<file path="config.mk">
export PLATFORM = sky130hd
export DESIGN_NAME = cbt_timing_flags
export DESIGN_NICKNAME = d
export VERILOG_FILES = /design/src/hdl/cbt_pkg.sv /design/src/hdl/cbt_bit_timer.sv /design/src/hdl/cbt_status_enc.sv /design/src/hdl/cbt_timing_flags.sv
export VERILOG_INCLUDE_DIRS = /design/src /design/src/hdl
export SDC_FILE = /design/constraint.sdc
export NUM_CORES = 1
export LEC_CHECK = 0
export BUFFER_PORTS_ARGS = -buffer_cell sky130_fd_sc_hd__buf_2
export CAP_MARGIN = 20
export CORE_ASPECT_RATIO = 0.5
export CORE_MARGIN = 8
export CORE_UTILIZATION = 40
export CTS_CLUSTER_DIAMETER = 50
export DETAILED_ROUTE_END_ITERATION = 16
export PLACE_DENSITY = 0.72
export SETUP_SLACK_MARGIN = 0.02
export SKIP_LAST_GASP = 1
export SLEW_MARGIN = 20
export SYNTH_ARGS = -nofsm -noshare
export SYNTH_HDL_FRONTEND = slang
export SYNTH_HIERARCHICAL = 1
export SYNTH_SLANG_ARGS = --single-unit
</file>
<file path="constraint.sdc">
create_clock -name clk_i -period 3.1 [get_ports clk_i]
set_clock_uncertainty 0.2 [all_clocks]
set_input_delay 0.62 -clock clk_i [delete_from_list [all_inputs] [get_ports clk_i]]
set_output_delay 0.62 -clock clk_i [all_outputs]
set_load 0.005 [all_outputs]
</file>
<file path="src/hdl/cbt_map.svh">
// Register offsets, field positions, reset values and timing counts of the CAN timing/flag block
`ifndef CBT_MAP_SVH
`define CBT_MAP_SVH
`define CBT_OFF_SEGMENTS 12'h000
`define CBT_OFF_PRESCALE 12'h004
`define CBT_OFF_CONTROL 12'h008
`define CBT_OFF_FLAGS 12'h00C
`define CBT_OFF_ENABLES 12'h010
`define CBT_OFF_COUNTERS 12'h014
`define CBT_OFF_RXBIT 12'h018
`define CBT_BIT_TRIPLE 7
`define CBT_SEG2_HI 6
`define CBT_SEG2_LO 4
`define CBT_SEG1_HI 3
`define CBT_SEG1_LO 0
`define CBT_BIT_WAKE_FLAG 7
`define CBT_BIT_STAT_FLAG 6
`define CBT_RX_STATUS_CODE_HI 5
`define CBT_RX_STATUS_CODE_LO 4
`define CBT_TX_STATUS_CODE_HI 3
`define CBT_TX_STATUS_CODE_LO 2
`define CBT_BIT_INIT_REQUEST 0
`define CBT_BIT_WAKE_EN 1
`define CBT_BIT_SLEEP 2
`define CBT_RST_SEGMENTS 8'h23
`define CBT_RST_PRESCALE 6'h00
`define CBT_RST_FLAGS 8'h00
`define CBT_RST_CONTROL 3'h1
`define CBT_LIM_WARN 9'h060
`define CBT_LIM_PASSIVE 9'h080
`define CBT_LIM_BUSOFF 9'h100
`define CBT_INIT_ACK_NS 16
`define CBT_CLK_NS 8
`define CBT_INIT_ACK_CYC ((`CBT_INIT_ACK_NS + `CBT_CLK_NS - 1) / `CBT_CLK_NS)
`endif

</file>
<file path="src/hdl/cbt_pkg.sv">
// Types shared by the CAN timing/flag block
package cbt_pkg;
	typedef enum logic [2:0] {
		CBT_SYNC = 3'b001,
		CBT_SEG1 = 3'b010,
		CBT_SEG2 = 3'b100
	} cbt_phase_e;
	typedef logic [1:0] cbt_stat_t;
endpackage : cbt_pkg

</file>
<file path="src/hdl/cbt_bit_timer.sv">
// Bit timing engine: quantum prescaler, segment sequencing and sampling
`timescale 1ns/1ps
`include "cbt_map.svh"
module cbt_bit_timer (
	// Clock and reset
	input wire logic clk_i,
	input wire logic arst_n_i,
	// Configuration
	input wire logic [5:0] quantum_prescaler_i,
	input wire logic [3:0] first_segment_len_i,
	input wire logic [2:0] second_segment_len_i,
	input wire logic triple_sample_select_i,
	input wire logic run_i,
	// Synchronised bus level
	input wire logic rx_i,
	// Result
	output logic rx_bit_o,
	output logic bit_valid_o
);
	cbt_pkg::cbt_phase_e phase_r, phase_nxt;
	logic [5:0] pre_r, pre_nxt;
	logic [3:0] tq_r, tq_nxt;
	logic [2:0] hist_r, hist_nxt;
	logic bit_r, bit_nxt;
	logic valid_r, valid_nxt;
	logic tick;

	function automatic logic majority(input logic [2:0] s);
		majority = (s[0] & s[1]) | (s[0] & s[2]) | (s[1] & s[2]);
	endfunction : majority

	// One quantum lasts prescaler code plus one clocks
	assign tick = (pre_r == quantum_prescaler_i);

	always_comb
	begin
		phase_nxt = phase_r;
		pre_nxt = tick ? 6'h00 : pre_r + 6'h01;
		tq_nxt = tq_r;
		hist_nxt = hist_r;
		bit_nxt = bit_r;
		valid_nxt = 1'b0;
		if (!run_i)
		begin
			phase_nxt = cbt_pkg::CBT_SYNC;
			pre_nxt = 6'h00;
			tq_nxt = 4'h0;
		end
		else if (tick)
		begin
			// Shift one sample per quantum so the last three end at the sample point
			hist_nxt = {hist_r[1:0], rx_i};
			// Bit time is one sync quantum plus both segments
			case (phase_r)
				cbt_pkg::CBT_SYNC:
				begin
					phase_nxt = cbt_pkg::CBT_SEG1;
					tq_nxt = 4'h0;
				end
				cbt_pkg::CBT_SEG1:
				begin
					if (tq_r == first_segment_len_i)
					begin
						phase_nxt = cbt_pkg::CBT_SEG2;
						tq_nxt = 4'h0;
						// Sample point ends the first segment
						bit_nxt = triple_sample_select_i ? majority(hist_nxt) : rx_i;
						valid_nxt = 1'b1;
					end
					else
						tq_nxt = tq_r + 4'h1;
				end
				cbt_pkg::CBT_SEG2:
				begin
					if (tq_r == {1'b0, second_segment_len_i})
					begin
						phase_nxt = cbt_pkg::CBT_SYNC;
						tq_nxt = 4'h0;
					end
					else
						tq_nxt = tq_r + 4'h1;
				end
				default:
					phase_nxt = cbt_pkg::CBT_SYNC;
			endcase
		end
	end

	always_ff @(posedge clk_i or negedge arst_n_i)
	begin
		if (!arst_n_i)
		begin
			phase_r <= cbt_pkg::CBT_SYNC;
			pre_r <= 6'h00;
			tq_r <= 4'h0;
			hist_r <= 3'h7;
			bit_r <= 1'b1;
			valid_r <= 1'b0;
		end
		else
		begin
			phase_r <= phase_nxt;
			pre_r <= pre_nxt;
			tq_r <= tq_nxt;
			hist_r <= hist_nxt;
			bit_r <= bit_nxt;
			valid_r <= valid_nxt;
		end
	end

	assign rx_bit_o = bit_r;
	assign bit_valid_o = valid_r;

	sample_single_a: assert property (@(posedge clk_i) disable iff (!arst_n_i)
		(run_i && tick && phase_r == cbt_pkg::CBT_SEG1 && tq_r == first_segment_len_i
		&& !triple_sample_select_i) |=> (bit_r == $past(rx_i)))
		else $error("single sample differs from bus level");
	sample_triple_a: assert property (@(posedge clk_i) disable iff (!arst_n_i)
		(run_i && tick && phase_r == cbt_pkg::CBT_SEG1 && tq_r == first_segment_len_i
		&& triple_sample_select_i) |=> (bit_r == majority({$past(hist_r[1:0]), $past(rx_i)})))
		else $error("triple sample not majority");
	seg2_length_a: assert property (@(posedge clk_i) disable iff (!arst_n_i)
		(phase_r == cbt_pkg::CBT_SEG2 && run_i) |-> (tq_r <= {1'b0, second_segment_len_i}))
		else $error("second segment overran");
	seg1_length_a: assert property (@(posedge clk_i) disable iff (!arst_n_i)
		(phase_r == cbt_pkg::CBT_SEG1 && run_i) |-> (tq_r <= first_segment_len_i))
		else $error("first segment overran");
	quantum_length_a: assert property (@(posedge clk_i) disable iff (!arst_n_i)
		run_i |-> (pre_r <= quantum_prescaler_i))
		else $error("prescaler overran");
endmodule : cbt_bit_timer

</file>
<file path="src/hdl/cbt_status_enc.sv">
// Error counter to two-bit bus status encoder
`timescale 1ns/1ps
`include "cbt_map.svh"
module cbt_status_enc (
	// Counters
	input wire logic [8:0] count_i,
	input wire logic [8:0] tec_i,
	// Code
	output cbt_pkg::cbt_stat_t code_o
);
	// Bus-off follows the transmit counter for both codes
	always_comb
	begin
		if (tec_i >= `CBT_LIM_BUSOFF)
			code_o = 2'h3;
		else if (count_i >= `CBT_LIM_PASSIVE)
			code_o = 2'h2;
		else if (count_i >= `CBT_LIM_WARN)
			code_o = 2'h1;
		else
			code_o = 2'h0;
	end
endmodule : cbt_status_enc

</file>
<file path="src/hdl/cbt_timing_flags.sv">
// CAN bit timing and receiver flag block with APB register slave
//
// The APB slave port and the placing of the registers were left to the implementer.
`timescale 1ns/1ps
`include "cbt_map.svh"
module cbt_timing_flags (
	// Clock and reset
	input wire logic clk_i,
	input wire logic arst_n_i,
	// APB slave
	input wire logic psel_i,
	input wire logic penable_i,
	input wire logic pwrite_i,
	input wire logic [11:0] paddr_i,
	input wire logic [31:0] pwdata_i,
	output logic [31:0] prdata_o,
	output logic pready_o,
	output logic pslverr_o,
	// CAN bus and error counters
	input wire logic can_rx_i,
	input wire logic [8:0] transmit_error_counter_i,
	input wire logic [8:0] receive_error_counter_i,
	// Requests and status
	output logic wakeup_irq_o,
	output logic error_irq_o,
	output logic init_acknowledge_o,
	output logic rx_bit_o,
	output logic rx_bit_valid_o
);
	logic [7:0] seg_r, seg_nxt;
	logic [5:0] presc_r, presc_nxt;
	logic [2:0] ctl_r, ctl_nxt;
	logic wake_flag_r, wake_flag_nxt;
	logic stat_flag_r, stat_flag_nxt;
	logic [1:0] ien_r, ien_nxt;
	logic [3:0] code_r, code_nxt;
	logic ack_r, ack_nxt;
	logic [1:0] ack_cnt_r, ack_cnt_nxt;
	logic [31:0] rdata_r, rdata_nxt;
	logic ready_r, ready_nxt, err_r, err_nxt;
	logic wirq_r, wirq_nxt, eirq_r, eirq_nxt;
	logic rx_meta_r, rx_sync_r, rx_prev_r;
	logic init_mode, wr, rd, activity;
	cbt_pkg::cbt_stat_t rx_code, tx_code;
	logic rbit, rvalid;

	function automatic logic hit(input logic [11:0] a, input logic [11:0] off);
		hit = (a == off);
	endfunction : hit

	function automatic logic mapped(input logic [11:0] a);
		mapped = hit(a, `CBT_OFF_SEGMENTS) | hit(a, `CBT_OFF_PRESCALE)
			| hit(a, `CBT_OFF_CONTROL) | hit(a, `CBT_OFF_FLAGS)
			| hit(a, `CBT_OFF_ENABLES) | hit(a, `CBT_OFF_COUNTERS)
			| hit(a, `CBT_OFF_RXBIT);
	endfunction : mapped

	// Bus pin passes two flops before use
	always_ff @(posedge clk_i or negedge arst_n_i)
	begin
		if (!arst_n_i)
		begin
			rx_meta_r <= 1'b1;
			rx_sync_r <= 1'b1;
			rx_prev_r <= 1'b1;
		end
		else
		begin
			rx_meta_r <= can_rx_i;
			rx_sync_r <= rx_meta_r;
			rx_prev_r <= rx_sync_r;
		end
	end

	cbt_bit_timer u_timer (
		.clk_i(clk_i),
		.arst_n_i(arst_n_i),
		.quantum_prescaler_i(presc_r),
		.first_segment_len_i(seg_r[`CBT_SEG1_HI:`CBT_SEG1_LO]),
		.second_segment_len_i(seg_r[`CBT_SEG2_HI:`CBT_SEG2_LO]),
		.triple_sample_select_i(seg_r[`CBT_BIT_TRIPLE]),
		.run_i(!init_mode && !ctl_r[`CBT_BIT_SLEEP]),
		.rx_i(rx_sync_r),
		.rx_bit_o(rbit),
		.bit_valid_o(rvalid)
	);

	cbt_status_enc u_rx_enc (
		.count_i(receive_error_counter_i),
		.tec_i(transmit_error_counter_i),
		.code_o(rx_code)
	);

	cbt_status_enc u_tx_enc (
		.count_i(transmit_error_counter_i),
		.tec_i(transmit_error_counter_i),
		.code_o(tx_code)
	);

	assign init_mode = ctl_r[`CBT_BIT_INIT_REQUEST] && ack_r;
	assign wr = psel_i && penable_i && pwrite_i && ready_r;
	assign rd = psel_i && !penable_i && !pwrite_i;
	// Falling edge to dominant while asleep counts as bus activity
	assign activity = rx_prev_r && !rx_sync_r;

	always_comb
	begin
		seg_nxt = seg_r;
		presc_nxt = presc_r;
		ctl_nxt = ctl_r;
		ien_nxt = ien_r;
		wake_flag_nxt = wake_flag_r;
		stat_flag_nxt = stat_flag_r;
		code_nxt = code_r;
		ack_nxt = ack_r;
		ack_cnt_nxt = ack_cnt_r;
		// Acknowledge follows the request after a short settle time
		if (ctl_r[`CBT_BIT_INIT_REQUEST] != ack_r)
		begin
			if (ack_cnt_r == 2'(`CBT_INIT_ACK_CYC - 1))
			begin
				ack_nxt = ctl_r[`CBT_BIT_INIT_REQUEST];
				ack_cnt_nxt = 2'h0;
			end
			else
				ack_cnt_nxt = ack_cnt_r + 2'h1;
		end
		else
			ack_cnt_nxt = 2'h0;
		// Software writes; each register holds one aligned word
		if (wr)
		begin
			if (hit(paddr_i, `CBT_OFF_SEGMENTS) && init_mode)
				seg_nxt = pwdata_i[7:0];
			if (hit(paddr_i, `CBT_OFF_PRESCALE) && init_mode)
				presc_nxt = pwdata_i[5:0];
			if (hit(paddr_i, `CBT_OFF_CONTROL))
				ctl_nxt = pwdata_i[2:0];
			if (hit(paddr_i, `CBT_OFF_ENABLES) && !init_mode)
				ien_nxt = pwdata_i[7:6];
			if (hit(paddr_i, `CBT_OFF_FLAGS) && !init_mode)
			begin
				// Write one clears; the wake set below overrides a wake clear
				if (pwdata_i[`CBT_BIT_WAKE_FLAG])
					wake_flag_nxt = 1'b0;
				if (pwdata_i[`CBT_BIT_STAT_FLAG])
					stat_flag_nxt = 1'b0;
			end
		end
		// Wake-up detection in sleep with enable
		if (ctl_r[`CBT_BIT_SLEEP] && ctl_r[`CBT_BIT_WAKE_EN] && activity)
			wake_flag_nxt = 1'b1;
		// Codes track counters only while no change is pending
		if (!stat_flag_r && ({rx_code, tx_code} != code_r))
		begin
			code_nxt = {rx_code, tx_code};
			stat_flag_nxt = 1'b1;
		end
		// Initialization holds flags and enables at reset, not codes
		if (init_mode)
		begin
			wake_flag_nxt = 1'b0;
			stat_flag_nxt = 1'b0;
			ien_nxt = 2'h0;
		end
	end

	always_comb
	begin
		rdata_nxt = 32'h0000_0000;
		ready_nxt = psel_i && !penable_i;
		err_nxt = psel_i && !penable_i && !mapped(paddr_i);
		if (rd)
		begin
			if (hit(paddr_i, `CBT_OFF_SEGMENTS))
				rdata_nxt[7:0] = seg_r;
			if (hit(paddr_i, `CBT_OFF_PRESCALE))
				rdata_nxt[5:0] = presc_r;
			if (hit(paddr_i, `CBT_OFF_CONTROL))
				rdata_nxt[3:0] = {ack_r, ctl_r};
			if (hit(paddr_i, `CBT_OFF_FLAGS))
				rdata_nxt[7:0] = {wake_flag_r, stat_flag_r, code_r, 2'h0};
			if (hit(paddr_i, `CBT_OFF_ENABLES))
				rdata_nxt[7:0] = {ien_r, 6'h00};
			if (hit(paddr_i, `CBT_OFF_COUNTERS))
				rdata_nxt[24:0] = {receive_error_counter_i, 7'h00, transmit_error_counter_i};
			if (hit(paddr_i, `CBT_OFF_RXBIT))
				rdata_nxt[0] = rbit;
		end
		wirq_nxt = wake_flag_nxt && ien_nxt[1];
		eirq_nxt = stat_flag_nxt && ien_nxt[0];
	end

	always_ff @(posedge clk_i or negedge arst_n_i)
	begin
		if (!arst_n_i)
		begin
			seg_r <= `CBT_RST_SEGMENTS;
			presc_r <= `CBT_RST_PRESCALE;
			ctl_r <= `CBT_RST_CONTROL;
			ien_r <= 2'h0;
			wake_flag_r <= 1'b0;
			stat_flag_r <= 1'b0;
			code_r <= 4'h0;
			ack_r <= 1'b0;
			ack_cnt_r <= 2'h0;
			rdata_r <= 32'h0000_0000;
			ready_r <= 1'b0;
			err_r <= 1'b0;
			wirq_r <= 1'b0;
			eirq_r <= 1'b0;
			rx_bit_o <= 1'b1;
			rx_bit_valid_o <= 1'b0;
		end
		else
		begin
			seg_r <= seg_nxt;
			presc_r <= presc_nxt;
			ctl_r <= ctl_nxt;
			ien_r <= ien_nxt;
			wake_flag_r <= wake_flag_nxt;
			stat_flag_r <= stat_flag_nxt;
			code_r <= code_nxt;
			ack_r <= ack_nxt;
			ack_cnt_r <= ack_cnt_nxt;
			rdata_r <= rdata_nxt;
			ready_r <= ready_nxt;
			err_r <= err_nxt;
			wirq_r <= wirq_nxt;
			eirq_r <= eirq_nxt;
			rx_bit_o <= rbit;
			rx_bit_valid_o <= rvalid;
		end
	end

	assign prdata_o = rdata_r;
	assign pready_o = ready_r;
	assign pslverr_o = err_r;
	assign wakeup_irq_o = wirq_r;
	assign error_irq_o = eirq_r;
	assign init_acknowledge_o = ack_r;

	timing_locked_a: assert property (@(posedge clk_i) disable iff (!arst_n_i)
		!$past(init_mode) |-> $stable(seg_r))
		else $error("timing changed outside initialization");
	codes_frozen_a: assert property (@(posedge clk_i) disable iff (!arst_n_i)
		$past(stat_flag_r) |-> $stable(code_r))
		else $error("status codes moved while change pending");
	flag_on_change_a: assert property (@(posedge clk_i) disable iff (!arst_n_i)
		(!stat_flag_r && !init_mode && {rx_code, tx_code} != code_r) |=> stat_flag_r)
		else $error("status change not flagged");
	init_hold_a: assert property (@(posedge clk_i) disable iff (!arst_n_i)
		$past(init_mode) |-> (!wake_flag_r && !stat_flag_r && ien_r == 2'h0))
		else $error("flags not held during initialization");
	zero_write_a: assert property (@(posedge clk_i) disable iff (!arst_n_i)
		(wr && hit(paddr_i, `CBT_OFF_FLAGS) && !pwdata_i[`CBT_BIT_WAKE_FLAG]
		&& wake_flag_r && !init_mode) |=> wake_flag_r)
		else $error("zero write cleared wake flag");
	wake_set_a: assert property (@(posedge clk_i) disable iff (!arst_n_i)
		(ctl_r[`CBT_BIT_SLEEP] && ctl_r[`CBT_BIT_WAKE_EN] && activity && !init_mode)
		|=> wake_flag_r)
		else $error("wake activity not flagged");
	wake_irq_a: assert property (@(posedge clk_i) disable iff (!arst_n_i)
		(wake_flag_r && ien_r[1]) |-> wirq_r)
		else $error("wake request missing");
	err_irq_a: assert property (@(posedge clk_i) disable iff (!arst_n_i)
		(stat_flag_r && ien_r[0]) |-> eirq_r)
		else $error("error request missing");
endmodule : cbt_timing_flags

</file>
==> flow_summary_export.csv <==
group,metric,value,unit
synthesis,synth_most_common_cell,"dfrtp_1",
synthesis,ys.flop_type,"dfrtp_1",
synthesis,ys_types,57,
clock_tree,clk_pin_slew,0.06,ns
placed_design,gp_congestion,0.875,
timing,hold_viol,0,
clock_tree,numCtsBuffers,9,
final_layout,final_cell_count_no_fill,508,
final_layout,diodes,0,
synthesis,synth_edf_count,0,
critical_path,arrival,2.46,ns
detailed_routing,dr.pass1.iters,4,
critical_path,crit_path_start_kind,"primary input",
synthesis,synth-xor-area-share,5.13,%
timing,period_needed,2.44,ns
timing,rsz0062_at_grt,"no",
synthesis,syn_area,3590,um2
clock_tree,cts_buffer_depth,2,
synthesis,yosysWarnings,6,
final_layout,nets,457,
clock_tree,htree_levels,3,
floorplan,start_util,41.2,%
final_layout,syn2layout_area_growth,21.1,%
grt,grt_start_max_net_pins,47,
detailed_routing,drc,0,
power,peakVddDrop,0.292,mV
placed_design,post-place-ws,0.317,ns
clock_tree,clk_latency,0.33,ns
placed_design,dp.cells,492,
timing,final.period_utilization,78.7,%
worst_hold_path,hold_class,"primary input to asynchronous set/reset pin",
critical_path,crit_fanout,12,
clock_tree,cts.sinks,72,
power,p_per_area,496,nW/um2
synthesis,syn_inst,311,
power,total_power,2.15,mW
critical_path,path_class,"primary input to flip-flop",
grt,gr-usage-all-layers,13.9,%
synthesis,avgSynthCellArea,11.5,um2
grt,first_global_vias,2760,
flow_run,max_cap_viol_count,0,
synthesis,synth_top_family_by_area,"simple AND/OR/NAND/NOR gates",
floorplan,fp.coreArea,8710,um2
floorplan,die_h,83.0,um
status,status,"finished clean",
synthesis,yosys-top-cells-count,"dfrtp_1, nor2_1, mux2_2",
detailed_routing,drt-wirelength-per-cell,16.5,um
timing,worst_pin_slew,0.661,ns
floorplan,design.die.area,12400,um2
floorplan,rows,24,
critical_path,worst-endpoint-required,3.12,ns
synthesis,yosysTopAreaCellShare,41.9,%
detailed_routing,first_iter_violations,193,
clock_tree,hold_buffers,0,
timing,setup_viol,0,
floorplan,die_w,150,um
grt,grt_pass1_wl,13.8,mm
synthesis,async_flop_share,100,%
grt,antenna_found_initial,0,
placed_design,postPlaceCellArea,4040,um2
clock_tree,cts_tree,"yes",
placed_design,dp_hpwl,6.27,mm
synthesis,synthSimpleGateAreaFrac,19.4,%
clock_tree,cts.repair.resized,0,
clock_tree,postCtsSetupBuffers,0,
timing,fmaxAchievable,410,MHz
final_layout,drive_above_1_share,35.5,%
detailed_routing,drtAntennaViolNets,0,
synthesis,synthMuxAreaShare,10.3,%
detailed_routing,vias,2665,
synthesis,synth_compound_area_share,9.17,%
detailed_routing,wl,8.38,mm
timing,fin_ws,0.661,ns
grt,grt_overflow,0,
timing,fin_setup_tns,0,ns
synthesis,yosys.area_share.adder,1.05,%
timing,slew-limit-headroom,55.9,%
synthesis,seq_area_frac_synth,50.6,%
final_layout,fin_area,4350,um2
placed_design,port_buffers,68,
clock_tree,root_buffer,"clkbuf_16",
detailed_routing,via_per_inst,5.25,
power,p_leak,2.14,nW
synthesis,synth_area_leaders,"dfrtp_1, dfstp_2, mux2_2",
critical_path,end_kind,"flip-flop",
timing,slew_violations,0,
synthesis,yosysTopAreaCell,"dfrtp_1",
synthesis,ys_seq_elements,72,
floorplan,io_pins,107,
[final cells by class]
cell class / instances / area, um2
inverter: 4 / 15.0
clock inverter: 3 / 40.0
multi-input combinational: 226 / 1670
sequential: 72 / 1820
clock buffer: 13 / 270
fill: 786 / 4360
tap: 117 / 146
timing repair buffer: 73 / 390
[worst paths after layout]
check	cells after the start	endpoint	startpoint	slack [ns]
worst max register to register	5	seg_r[6]$_DFFE_PN0P_	ctl_r[0]$_DFFE_PN1P_	0.80
max in group asynchronous	2	u_timer/phase_r[0]$_DFFE_PN1P_	arst_n_i	1.85
worst min register to register	0	rx_bit_valid_o$_DFF_PN0_	u_timer/bit_valid_o$_DFF_PN0_	0.15
worst min-delay path	1	ack_cnt_r[1]$_DFF_PN0_	arst_n_i	0.12
worst max-delay path	5	ctl_r[1]$_DFFE_PN0P_	paddr_i[4]	0.66
min in group clk_i	0	rx_bit_valid_o$_DFF_PN0_	u_timer/bit_valid_o$_DFF_PN0_	0.15
[metrics by stage]
| stage | hold WS (ns) | utilization, % |
|---|---|---|
| 5_1_grt | 0.160 | 49.9 |
| 6_report | 0.119 | 49.9 |
| 4_1_cts | 0.122 | 49.9 |
| 3_3_place_gp | 0.138 | 46.3 |
| 2_1_floorplan | 0.124 | - |
| 3_5_place_dp | 0.143 | 46.3 |
[power by group]
group | switching (mW) | leakage (nW) | total (mW) | internal (mW)
clock | 0.376 | 0.156 | 1.06 | 0.686
combinational | 0.0750 | 1.05 | 0.127 | 0.0523
sequential | 0.00887 | 0.933 | 0.965 | 0.956
total | 0.460 | 2.14 | 2.15 | 1.69
[cells in the final DEF (no fill, tap or decap), types with 4 or more instances in the layout]
cell / n
buf_2: 68
dfrtp_1: 60
nor2_1: 31
mux2_2: 25
xor2_1: 16
conb_1: 14
and2_1: 12
dfstp_2: 12
nand2_1: 10
nand3_1: 9
clkbuf_16: 9
a21oi_1: 8
nand4_1: 7
a22oi_1: 7
o21ai_0: 7
or3_1: 5
xnor2_1: 5
nor4_4: 4
nor3_1: 4
nor2b_1: 4
inv_1: 4
nand4b_1: 4
buf_4: 4
[critical path: stages]
cell	delay, ns
buf_2	0.17
nor4_1	0.48
nand4_2	0.27
nor3b_1	0.53
mux2_2	0.39
[metal layers]
metal | up-vias | routed length, um | track usage [%]
li1 | 1248 | - | -
met1 | 1318 | 3850 | 18.3
met2 | 84 | 3790 | 21.1
met3 | 15 | 598 | 4.27
met4 | 0 | 139 | 5.32
met5 | - | 0 | 0
[cells by family after synthesis]
family / Yosys count
compound gates: 44
simple gates: 113
fa+ha+maj: 3
flops: 72
other cells: 1
buf+inv: 26
xor+xnor: 21
mux: 31
[sequential cells by signal, indices dropped and copies added, names as in the netlist, 2 cells and up]
register         cells
prdata_o            18
u_timer/tq_r         4
u_timer/pre_r        6
presc_r              6
ien_r                2
u_timer/hist_r       2
code_r               4
ctl_r                3
seg_r                8
u_timer/phase_r      3
ack_cnt_r            2
(Power assumes the default switching activity.)
